===== config.mk =====
export PLATFORM = sky130hd
export DESIGN_NAME = dlic_top
export DESIGN_NICKNAME = d
export VERILOG_FILES = /design/src/rtl/dlic_pkg.sv /design/src/rtl/dlic_top.sv /design/src/rtl/dlic_mask_bank.sv /design/src/rtl/dlic_line_status.sv
export SDC_FILE = /design/constraint.sdc
export NUM_CORES = 1
export LEC_CHECK = 0
export BUFFER_PORTS_ARGS = -buffer_cell sky130_fd_sc_hd__clkbuf_2
export CELL_PAD_IN_SITES_DETAIL_PLACEMENT = 2
export CELL_PAD_IN_SITES_GLOBAL_PLACEMENT = 2
export CORE_ASPECT_RATIO = 1.75
export CORE_MARGIN = 4
export CORE_UTILIZATION = 32
export CTS_CLUSTER_DIAMETER = 80
export DETAILED_ROUTE_END_ITERATION = 16
export MAX_ROUTING_LAYER = met4
export PLACE_DENSITY_LB_ADDON = 0.25
export SLEW_MARGIN = 10
export SYNTH_ARGS = -nofsm -noshare
export SYNTH_HDL_FRONTEND = slang
export SYNTH_SLANG_ARGS = --single-unit

===== constraint.sdc =====
create_clock -name clk -period 4.6 [get_ports clk]
set_input_delay 0.46 -clock clk [delete_from_list [all_inputs] [get_ports clk]]
set_output_delay 0.46 -clock clk [all_outputs]
set_load 0.005 [all_outputs]

===== src/rtl/dlic_pkg.sv =====
// Constants and types shared by the dual-line interrupt controller
package dlic_pkg;

    localparam int unsigned ADDR_W = 8;
    localparam int unsigned DATA_W = 32;
    localparam int unsigned LINES = 2;

    localparam logic [7:0] OFF_NORMAL_RAW = 8'h00;
    localparam logic [7:0] OFF_NORMAL_EN = 8'h04;
    localparam logic [7:0] OFF_NORMAL_CLR = 8'h08;
    localparam logic [7:0] OFF_NORMAL_STA = 8'h0c;
    localparam logic [7:0] OFF_FAST_RAW = 8'h10;
    localparam logic [7:0] OFF_FAST_EN = 8'h14;
    localparam logic [7:0] OFF_FAST_CLR = 8'h18;
    localparam logic [7:0] OFF_FAST_STA = 8'h1c;
    localparam logic [7:0] OFF_SW_CFG = 8'h20;

    localparam int unsigned BIT_ALL = 0;
    localparam int unsigned BIT_SOFT_INT = 1;
    localparam int unsigned SRC_LO = 2;
    localparam int unsigned SRC_HI = 24;
    localparam int unsigned BIT_TIMER0 = 2;
    localparam int unsigned BIT_WAKEUP = 4;
    localparam int unsigned BIT_WATCHDOG = 5;
    localparam int unsigned BIT_XPIN0 = 15;
    localparam int unsigned BIT_SUPPLY = 17;
    localparam int unsigned BIT_XPIN1 = 18;
    localparam int unsigned BIT_LOGIC0 = 19;
    localparam int unsigned BIT_LOGIC1 = 20;
    localparam int unsigned BIT_PWM_SYNC = 24;

    localparam int unsigned SWCFG_NORMAL_BIT = 1;
    localparam int unsigned SWCFG_FAST_BIT = 2;

    localparam logic [31:0] SRC_MASK = 32'h01ff_fffc;
    localparam logic [31:0] SWCFG_MASK = 32'h0000_0006;
    localparam logic [31:0] MASK_RST = 32'h0000_0000;
    localparam logic [31:0] SWCFG_RST = 32'h0000_0000;
    localparam logic [31:0] SRC_RST = 32'h0000_0000;
    localparam logic [31:0] RD_RST = 32'h0000_0000;

    typedef enum {
        SEL_NORMAL_RAW, SEL_NORMAL_EN, SEL_NORMAL_CLR, SEL_NORMAL_STA,
        SEL_FAST_RAW, SEL_FAST_EN, SEL_FAST_CLR, SEL_FAST_STA,
        SEL_SW_CFG, SEL_NONE
    } dlic_sel_type;

endpackage : dlic_pkg


===== src/rtl/dlic_top.sv =====
// Dual-line interrupt controller: register port, source sampling, two lines
//
// Our own choices: the register offsets and strobed register access.
module dlic_top (
    input wire logic clk,
    input wire logic srst,
    input wire logic [dlic_pkg::ADDR_W-1:0] addr,
    input wire logic [dlic_pkg::DATA_W-1:0] wr_data,
    input wire logic wr_en,
    input wire logic rd_en,
    output logic [dlic_pkg::DATA_W-1:0] rd_data,
    input wire logic [dlic_pkg::SRC_HI:dlic_pkg::SRC_LO] peripheral_irq,
    input wire logic external_request_pin_zero,
    input wire logic external_request_pin_one,
    output logic normal_request_line,
    output logic fast_request_line
);
    import dlic_pkg::*;

    function automatic dlic_sel_type decode_addr(input logic [ADDR_W-1:0] a);
        dlic_sel_type s;
        case (a)
            OFF_NORMAL_RAW: s = SEL_NORMAL_RAW;
            OFF_NORMAL_EN: s = SEL_NORMAL_EN;
            OFF_NORMAL_CLR: s = SEL_NORMAL_CLR;
            OFF_NORMAL_STA: s = SEL_NORMAL_STA;
            OFF_FAST_RAW: s = SEL_FAST_RAW;
            OFF_FAST_EN: s = SEL_FAST_EN;
            OFF_FAST_CLR: s = SEL_FAST_CLR;
            OFF_FAST_STA: s = SEL_FAST_STA;
            OFF_SW_CFG: s = SEL_SW_CFG;
            default: s = SEL_NONE;
        endcase
        return s;
    endfunction : decode_addr

    dlic_sel_type wr_sel;
    dlic_sel_type rd_sel;
    logic [DATA_W-1:0] src_next;
    logic [DATA_W-1:0] src_reg;
    logic [DATA_W-1:0] swcfg_reg;
    logic [DATA_W-1:0] rd_next;
    logic [LINES-1:0] set_we;
    logic [LINES-1:0] clr_we;
    logic [LINES-1:0] soft_int_bit;
    logic [LINES-1:0] req;
    logic [DATA_W-1:0] mask [LINES];
    logic [DATA_W-1:0] raw [LINES];
    logic [DATA_W-1:0] status [LINES];

    assign wr_sel = decode_addr(addr);
    assign rd_sel = decode_addr(addr);

    // Write strobes into each line's enable bank
    always_comb begin
        set_we = '0;
        clr_we = '0;
        if (wr_en) begin
            set_we[0] = (wr_sel == SEL_NORMAL_EN);
            set_we[1] = (wr_sel == SEL_FAST_EN);
            clr_we[0] = (wr_sel == SEL_NORMAL_CLR);
            clr_we[1] = (wr_sel == SEL_FAST_CLR);
        end
    end

    // Gather peripheral and pin sources into line bit positions
    always_comb begin
        src_next = SRC_RST;
        src_next[SRC_HI:SRC_LO] = peripheral_irq;
        src_next[BIT_XPIN0] = peripheral_irq[BIT_XPIN0] | external_request_pin_zero;
        src_next[BIT_XPIN1] = peripheral_irq[BIT_XPIN1] | external_request_pin_one;
    end

    // Level sources caught every cycle
    always_ff @(posedge clk) begin
        if (srst) begin
            src_reg <= SRC_RST;
        end else begin
            src_reg <= src_next;
        end
    end

    // Software interrupt configuration
    always_ff @(posedge clk) begin
        if (srst) begin
            swcfg_reg <= SWCFG_RST;
        end else if (wr_en && wr_sel == SEL_SW_CFG) begin
            swcfg_reg <= wr_data & SWCFG_MASK;
        end
    end

    assign soft_int_bit[0] = swcfg_reg[SWCFG_NORMAL_BIT];
    assign soft_int_bit[1] = swcfg_reg[SWCFG_FAST_BIT];

    // One mask bank and one status path per line; line 0 normal, 1 fast
    for (genvar g = 0; g < LINES; g++) begin : g_line
        localparam int OTHER = LINES - 1 - g;

        dlic_mask_bank u_mask (
            .clk(clk),
            .srst(srst),
            .set_we(set_we[g]),
            .clr_we(clr_we[g]),
            .cross_we(set_we[OTHER]),
            .wr_data(wr_data),
            .mask_reg(mask[g])
        );

        dlic_line_status u_status (
            .clk(clk),
            .srst(srst),
            .src(src_reg),
            .soft_int(soft_int_bit[g]),
            .mask(mask[g]),
            .raw(raw[g]),
            .status(status[g]),
            .request_reg(req[g])
        );
    end

    assign normal_request_line = req[0];
    assign fast_request_line = req[1];

    // Read data for the cycle after the strobe; zero otherwise
    always_comb begin
        rd_next = RD_RST;
        if (rd_en) begin
            case (rd_sel)
                SEL_NORMAL_RAW: begin
                    rd_next = raw[0];
                end
                SEL_NORMAL_EN: begin
                    rd_next = mask[0];
                end
                SEL_NORMAL_STA: begin
                    rd_next = status[0];
                end
                SEL_FAST_RAW: begin
                    rd_next = raw[1];
                end
                SEL_FAST_EN: begin
                    rd_next = mask[1];
                end
                SEL_FAST_STA: begin
                    rd_next = status[1];
                end
                SEL_SW_CFG: begin
                    rd_next = swcfg_reg;
                end
                default: begin
                    rd_next = RD_RST;
                end
            endcase
        end
    end

    always_ff @(posedge clk) begin
        if (srst) begin
            rd_data <= RD_RST;
        end else begin
            rd_data <= rd_next;
        end
    end
endmodule : dlic_top


===== src/rtl/dlic_mask_bank.sv =====
// Enable mask of one request line with set, clear and cross-clear
module dlic_mask_bank (
    input wire logic clk,
    input wire logic srst,
    input wire logic set_we,
    input wire logic clr_we,
    input wire logic cross_we,
    input wire logic [dlic_pkg::DATA_W-1:0] wr_data,
    output logic [dlic_pkg::DATA_W-1:0] mask_reg
);
    import dlic_pkg::*;

    logic [DATA_W-1:0] mask_next;

    always_comb begin
        mask_next = mask_reg;
        if (set_we) begin
            // Only real sources; bits 0 and 1 stay zero
            mask_next = mask_next | (wr_data & SRC_MASK);
        end
        if (clr_we) begin
            mask_next = mask_next & ~wr_data;
        end
        if (cross_we) begin
            // Other line took these sources
            mask_next = mask_next & ~wr_data;
        end
    end

    always_ff @(posedge clk) begin
        if (srst) begin
            mask_reg <= MASK_RST;
        end else begin
            mask_reg <= mask_next;
        end
    end

endmodule : dlic_mask_bank


===== src/rtl/dlic_line_status.sv =====
// Raw, enabled status and request of one request line
module dlic_line_status (
    input wire logic clk,
    input wire logic srst,
    input wire logic [dlic_pkg::DATA_W-1:0] src,
    input wire logic soft_int,
    input wire logic [dlic_pkg::DATA_W-1:0] mask,
    output logic [dlic_pkg::DATA_W-1:0] raw,
    output logic [dlic_pkg::DATA_W-1:0] status,
    output logic request_reg
);
    import dlic_pkg::*;

    logic [DATA_W-1:0] active;
    logic any_active;

    always_comb begin
        active = src & mask & SRC_MASK;
        active[BIT_SOFT_INT] = soft_int;
        any_active = |active[DATA_W-1:1];
        raw = src & SRC_MASK;
        raw[BIT_SOFT_INT] = soft_int;
        raw[BIT_ALL] = any_active;
        status = active;
        status[BIT_ALL] = any_active;
    end

    always_ff @(posedge clk) begin
        if (srst) begin
            request_reg <= 1'b0;
        end else begin
            request_reg <= any_active;
        end
    end

endmodule : dlic_line_status


==> results of run 1 <==
==> cell usage after synthesis (all sizes together), types with 4 or more instances <==
cell type	count
dfxtp	123
nand4	5
a221oi	4
a21o	24
a22o	6
buf	18
a22oi	33
nor2b	23
nand3	13
nor2	20
nand2	21
nor4	5
a32oi	13
a211oi	46
a21oi	89
a31oi	4
nand2b	43
clkbuf	24
==> critical path, delay by kind of cell <==
| family | cells | cell delay, ps |
|---|---|---|
| and+or+nand+nor | 3 | 2060 |
| AOI/OAI and AO/OA | 2 | 510 |
| buffers and inverters | 1 | 80 |
==> worst paths after layout <==
check | slack, ps | endpoint | start | cells past startpoint
worst max-delay path | 1800 | rd_data[17] | addr[1] | 6
worst min-delay path | 230 | flip-flop | wr_data[28] | 2
worst max register to register | 2840 | rd_data[0] | src_reg[9] | 5
worst min register to register | 450 | flip-flop | flip-flop | 2
==> kinds of logic (layout without fill, tap and decap cells) <==
kind of cell,Yosys count,count (layout)
AO/OA/AOI/OAI,223,223
buffers and inverters,43,144
flip-flops,123,123
AND/OR/NAND/NOR,139,139
==> area by class of cell <==
type                    count  area [um2]  share of cell area, %
flip-flops and latches    123        2460                   39.5
multi-input cells         362        2360                   37.9
repair buffers            111         578                   9.27
clock buffers              20         457                   7.32
well taps                 186         233                   3.73
clock inverters            12         138                   2.21
inverters                   1        3.75                 0.0602
==> per-stage QoR <==
stage	setup slack, ps	cells	hold WS [ps]
after floorplan	2540	528	426
after global placement	1480	783	436
after detailed placement	1360	783	442
after CTS	1760	815	214
after global routing	1640	815	221
final	1800	815	227
==> power by group through the flow <==
stage	registers [mW]	clock network (mW)	logic, mW
after floorplan	1.11	0	0.0519
final	1.09	1.35	0.108
after CTS	1.09	1.37	0.109
after detailed placement	1.12	0	0.108
after global routing	1.10	1.42	0.119
after global placement	1.12	0	0.103
==> layer usage <==
metal	part of all wire [%]	track usage, %
met3	3.0	3.42
met4	3.3	9.30
met2	56	40.0
met1	38	23.8
met5	0	-
==> qor.yml, run 1 <==
synth:
  synth_nets: 597
  netlist.area_leader.share_pct: 49.3
  synth-adder-area-share_pct: 0
  yosysWarnings: 0
  synth-seq-cells: 123
  seq_area_frac_synth_pct: 49.3
  synth_xor_xnor_area_share_pct: 0
  async_flop_share_pct: 0
  synth_top_area_cell: "dfxtp_1"
  synth_top_cells_by_area: "dfxtp_1, a21oi_1, a211oi_1, nand2b_1, a22oi_1"
  synth_area_um2: 4990
  syn_inst: 528
  synth_flop_cell: "dfxtp_1"
  synth_mux_area_share_pct: 0
  synth.avg_cell_area_um2: 9.46
  synth_edf_count: 0
  synth_top_family_by_area: "compound AO/OA/AOI/OAI gates"
  synth_simple_gate_area_share_pct: 16.1
  synth_compound_area_share_pct: 30.9
  ys_types: 37
floorplanning:
  start_util_pct: 32.5
  fp.coreArea_um2: 15400
  rows: 60
  die_area_um2: 17700
  io_pins: 103
  dieWidth_um: 102
  fp.dieH_um: 173
power_and_ir_drop:
  power_density_nw_per_um2: 409
  power_frac_comb_pct: 4.2
  switching_share_pct: 23.5
  pwr-share-clk_pct: 52.9
  irDropWorstVdd_v: 0.000240
  p_leak_nw: 2.42
  p_seq_share_pct: 42.9
  report.power.total_mw: 2.55
  p_int_mw: 1.95
  p_switching_uw: 600
worst_setup_path:
  worstSetupEndpointType: "flip-flop"
  slowest_stage: "and3_1"
  cp.required_ps: 4920
  max_stage_delay_ps: 930
  crit_fanout: 23
  crit_chain: "clkbuf_2, or4_1, nor2_2, and3_1, a32oi_1, a21oi_1"
  worstSetupPathType: "input port to flip-flop"
  crit_path_start_kind: "input port"
  critPathArrivalTime_ps: 3120
route:
  drtPass1Iterations: 5
  num_vias: 4598
  drt_iter0_markers: 206
  post-route-drc-count: 0
  wire_per_inst_um: 23.1
  drt-total-wl_um: 18900
  ant_nets: 0
  via_per_inst: 5.64
sta:
  rsz0062_at_grt: "no"
  fmax_mhz: 357
  fin_crit_ps: 2800
  final-setup-viol-count: 0
  finClkSkew_ps: 11.2
  slew_headroom_pct: 26.1
  hold_viol_final: 0
  period_share_pct: 60.8
  tns_ps: 0
  finalMaxSlewViolations: 0
  tightestPinTransition_ps: 1110
clocking:
  ctsResizeCount: 0
  cts_tree: "built"
  clock_latency_ps: 410
  clk_pin_slew_ps: 60
  clockBufferDepth: 2
  cts.htree.levels: 4
  ctsHoldBuffers: 0
  cts_root_buffer: "clkbuf_16"
  cts_buffers: 17
  cts_sinks: 123
  cts_setup_buffers: 0
place:
  place.gp.congestion: 0.796
  port_buffers: 102
  dp.final_hpwl_um: 12600
  placed_cell_area_um2: 5640
layout:
  nFillCells: 1707
  fin_nets: 685
  antennaDiodeCount: 0
  fin_util_pct: 40.5
  final_layout_size_suffix_gt1_share_pct: 25.4
  most-common-layout-cells: "dfxtp_1, clkbuf_2, a21oi_1, nand2b_1, a211oi_1"
  fin_area_um2: 6230
  syn2layout_area_growth_pct: 24.8
  layout_commonest_cell: "dfxtp_1"
outcome:
  status: "completed"
min_path:
  hold_class: "input port to flip-flop"
global_routing:
  overflow: 0
  grt_pass1_wl_um: 29600
  grt_max_degree: 92
  first_global_vias: 5269
  grtUsageTotal_pct: 22.4
  antenna_found_initial: 0
flow_run:
  maxCapViolCount: 0
Note: power is estimated with default switching activity, not from simulation.
==> run 2, diff against run 1 <==
==> constraint.sdc (replaced) <==
create_clock -name clk -period 2.6 [get_ports clk]
set_input_delay 0.26 -clock clk [delete_from_list [all_inputs] [get_ports clk]]
set_output_delay 0.26 -clock clk [all_outputs]
set_load 0.005 [all_outputs]
==> run 2 against run 1 <==
Clock power increased by 84%. Sequential power up 78%. Global-route usage rose by 1.0 points. Non-clock buffer count is 10 higher. Sequential share of layout area shrank 0.93 points. Worst setup slack got worse by 1200 ps. Design area up 2.4%. Highest routed layer unchanged.
==> qor.yml, run 2 (synthesis gave the netlist of run 1 again) <==
worst_setup_path:
  crit_path_start_kind: "input port"
  crit_fanout: 20
  worstSetupPathType: "input port to flip-flop"
  cp.required_ps: 2910
  worstSetupEndpointType: "flip-flop"
  rr_worst_depth: 5
  critPathArrivalTime_ps: 2270
power_and_ir_drop:
  power_frac_comb_pct: 4.3
  irDropWorstVdd_v: 0.000391
  report.power.total_mw: 4.63
  p_int_mw: 3.54
  p_leak_nw: 2.50
  power_density_nw_per_um2: 725
  switching_share_pct: 23.5
  p_seq_share_pct: 41.8
  p_switching_mw: 1.09
  pwr-share-clk_pct: 53.8
floorplanning:
  start_util_pct: 32.5
  fp.dieH_um: 173
  io_pins: 103
  die_area_um2: 17700
  dieWidth_um: 102
  fp.coreArea_um2: 15400
  rows: 60
clocking:
  clk_pin_slew_ps: 60
  cts_setup_buffers: 0
  clockBufferDepth: 2
  clock_latency_ps: 420
  cts_tree: "built"
  cts_buffers: 17
  cts.htree.levels: 4
  ctsResizeCount: 0
  cts_sinks: 123
  ctsHoldBuffers: 0
  cts_root_buffer: "clkbuf_16"
global_routing:
  overflow: 0
  grtUsageTotal_pct: 23.4
  grt_pass1_wl_um: 30500
  first_global_vias: 5449
  grtUsageMet2_pct: 41.4
  grtUsageMet3_pct: 4.43
  busiest_layer: "met2"
  antenna_found_initial: 0
  grtUsageMet1_pct: 24.4
  grt_max_degree: 92
route:
  wire_per_inst_um: 24.0
  num_vias: 4732
  via_per_inst: 5.74
  ant_nets: 0
  post-route-drc-count: 0
  drt_iter0_markers: 217
  drt-total-wl_um: 19800
  drtPass1Iterations: 4
place:
  post-place-ws_ps: 221
  placed_cell_area_um2: 5770
  dpl.cell_count: 793
  dp.final_hpwl_um: 13300
  port_buffers: 102
  place.gp.congestion: 0.808
min_path:
  min_delay_path_depth: 2
  hold_class: "input port to flip-flop"
layout:
  fin_area_um2: 6380
  antennaDiodeCount: 0
  layout_commonest_cell: "dfxtp_1"
  multi_input_area_um2: 2360
  most-common-layout-cells: "dfxtp_1, clkbuf_2, a21oi_1, nand2b_1, a211oi_1"
  nFillCells: 1674
  fin_nets: 695
  final_cells: 825
  seqCellArea_um2: 2460
  fin_util_pct: 41.5
  syn2layout_area_growth_pct: 27.8
  final_layout_size_suffix_gt1_share_pct: 26.8
sta:
  fin_crit_ps: 1950
  hold_viol_final: 0
  rsz0062_at_grt: "no"
  fmax_mhz: 513
  slew_headroom_pct: 29.1
  period_share_pct: 75.0
  finClkSkew_ps: 10.8
  finalMaxSlewViolations: 0
  final-setup-viol-count: 0
  tns_ps: 0
  tightestPinTransition_ps: 1060
  hold_slack_ps: 25.5
  fin_ws_ps: 649
outcome:
  status: "completed"
flow_run:
  maxCapViolCount: 0
[run 2: cell count changes in the layout (fill, tap and decap cells not counted), sizes merged]
cell      previous run  this run
clkbuf             121       119
inv                  4         7
clkinv               5         4
bufinv               2         3
clkinvlp             2         1
buf                 10        20
[run 2: path summary, 6_finish.rpt]
check,from,endpoint,slack (ps)
hold / removal,wr_data[27],flip-flop,30
setup / recovery,addr[2],flip-flop,650
hold reg to reg,flip-flop,flip-flop,450
setup reg to reg,src_reg[9],rd_data[0],790
[run 2: metal layers]
metal	up-vias	share of wire [%]
met4	0	3.9
li1	2158	-
met2	144	55
met3	46	3.9
met5	-	0
met1	2384	37
[run 2: area by class of cell]
| cell class | count | area share (%) |
|---|---|---|
| clock buffers | 18 | 6.88 |
| clock inverters | 14 | 2.82 |
| inverters | 1 | 0.0588 |
| multi-input cells | 362 | 37.0 |
| flip-flops and latches | 123 | 38.6 |
| well taps | 186 | 3.64 |
| repair buffers | 121 | 11.0 |
[run 2: power by group through the flow]
stage	logic [mW]	clock network (mW)	registers (mW)
after floorplan	0.0919	0	1.96
after global placement	0.188	0	1.98
after detailed placement	0.198	0	1.98
after CTS	0.201	2.53	1.94
after global routing	0.217	2.62	1.94
final	0.200	2.49	1.94
[run 2: worst max-delay path, cell delays in order]
cell,delay [ps]
clkbuf_2,220
or3b_2,580
a2111oi_4,390
a21o_1,130
buf_4,300
a21oi_1,120
a211oi_1,260
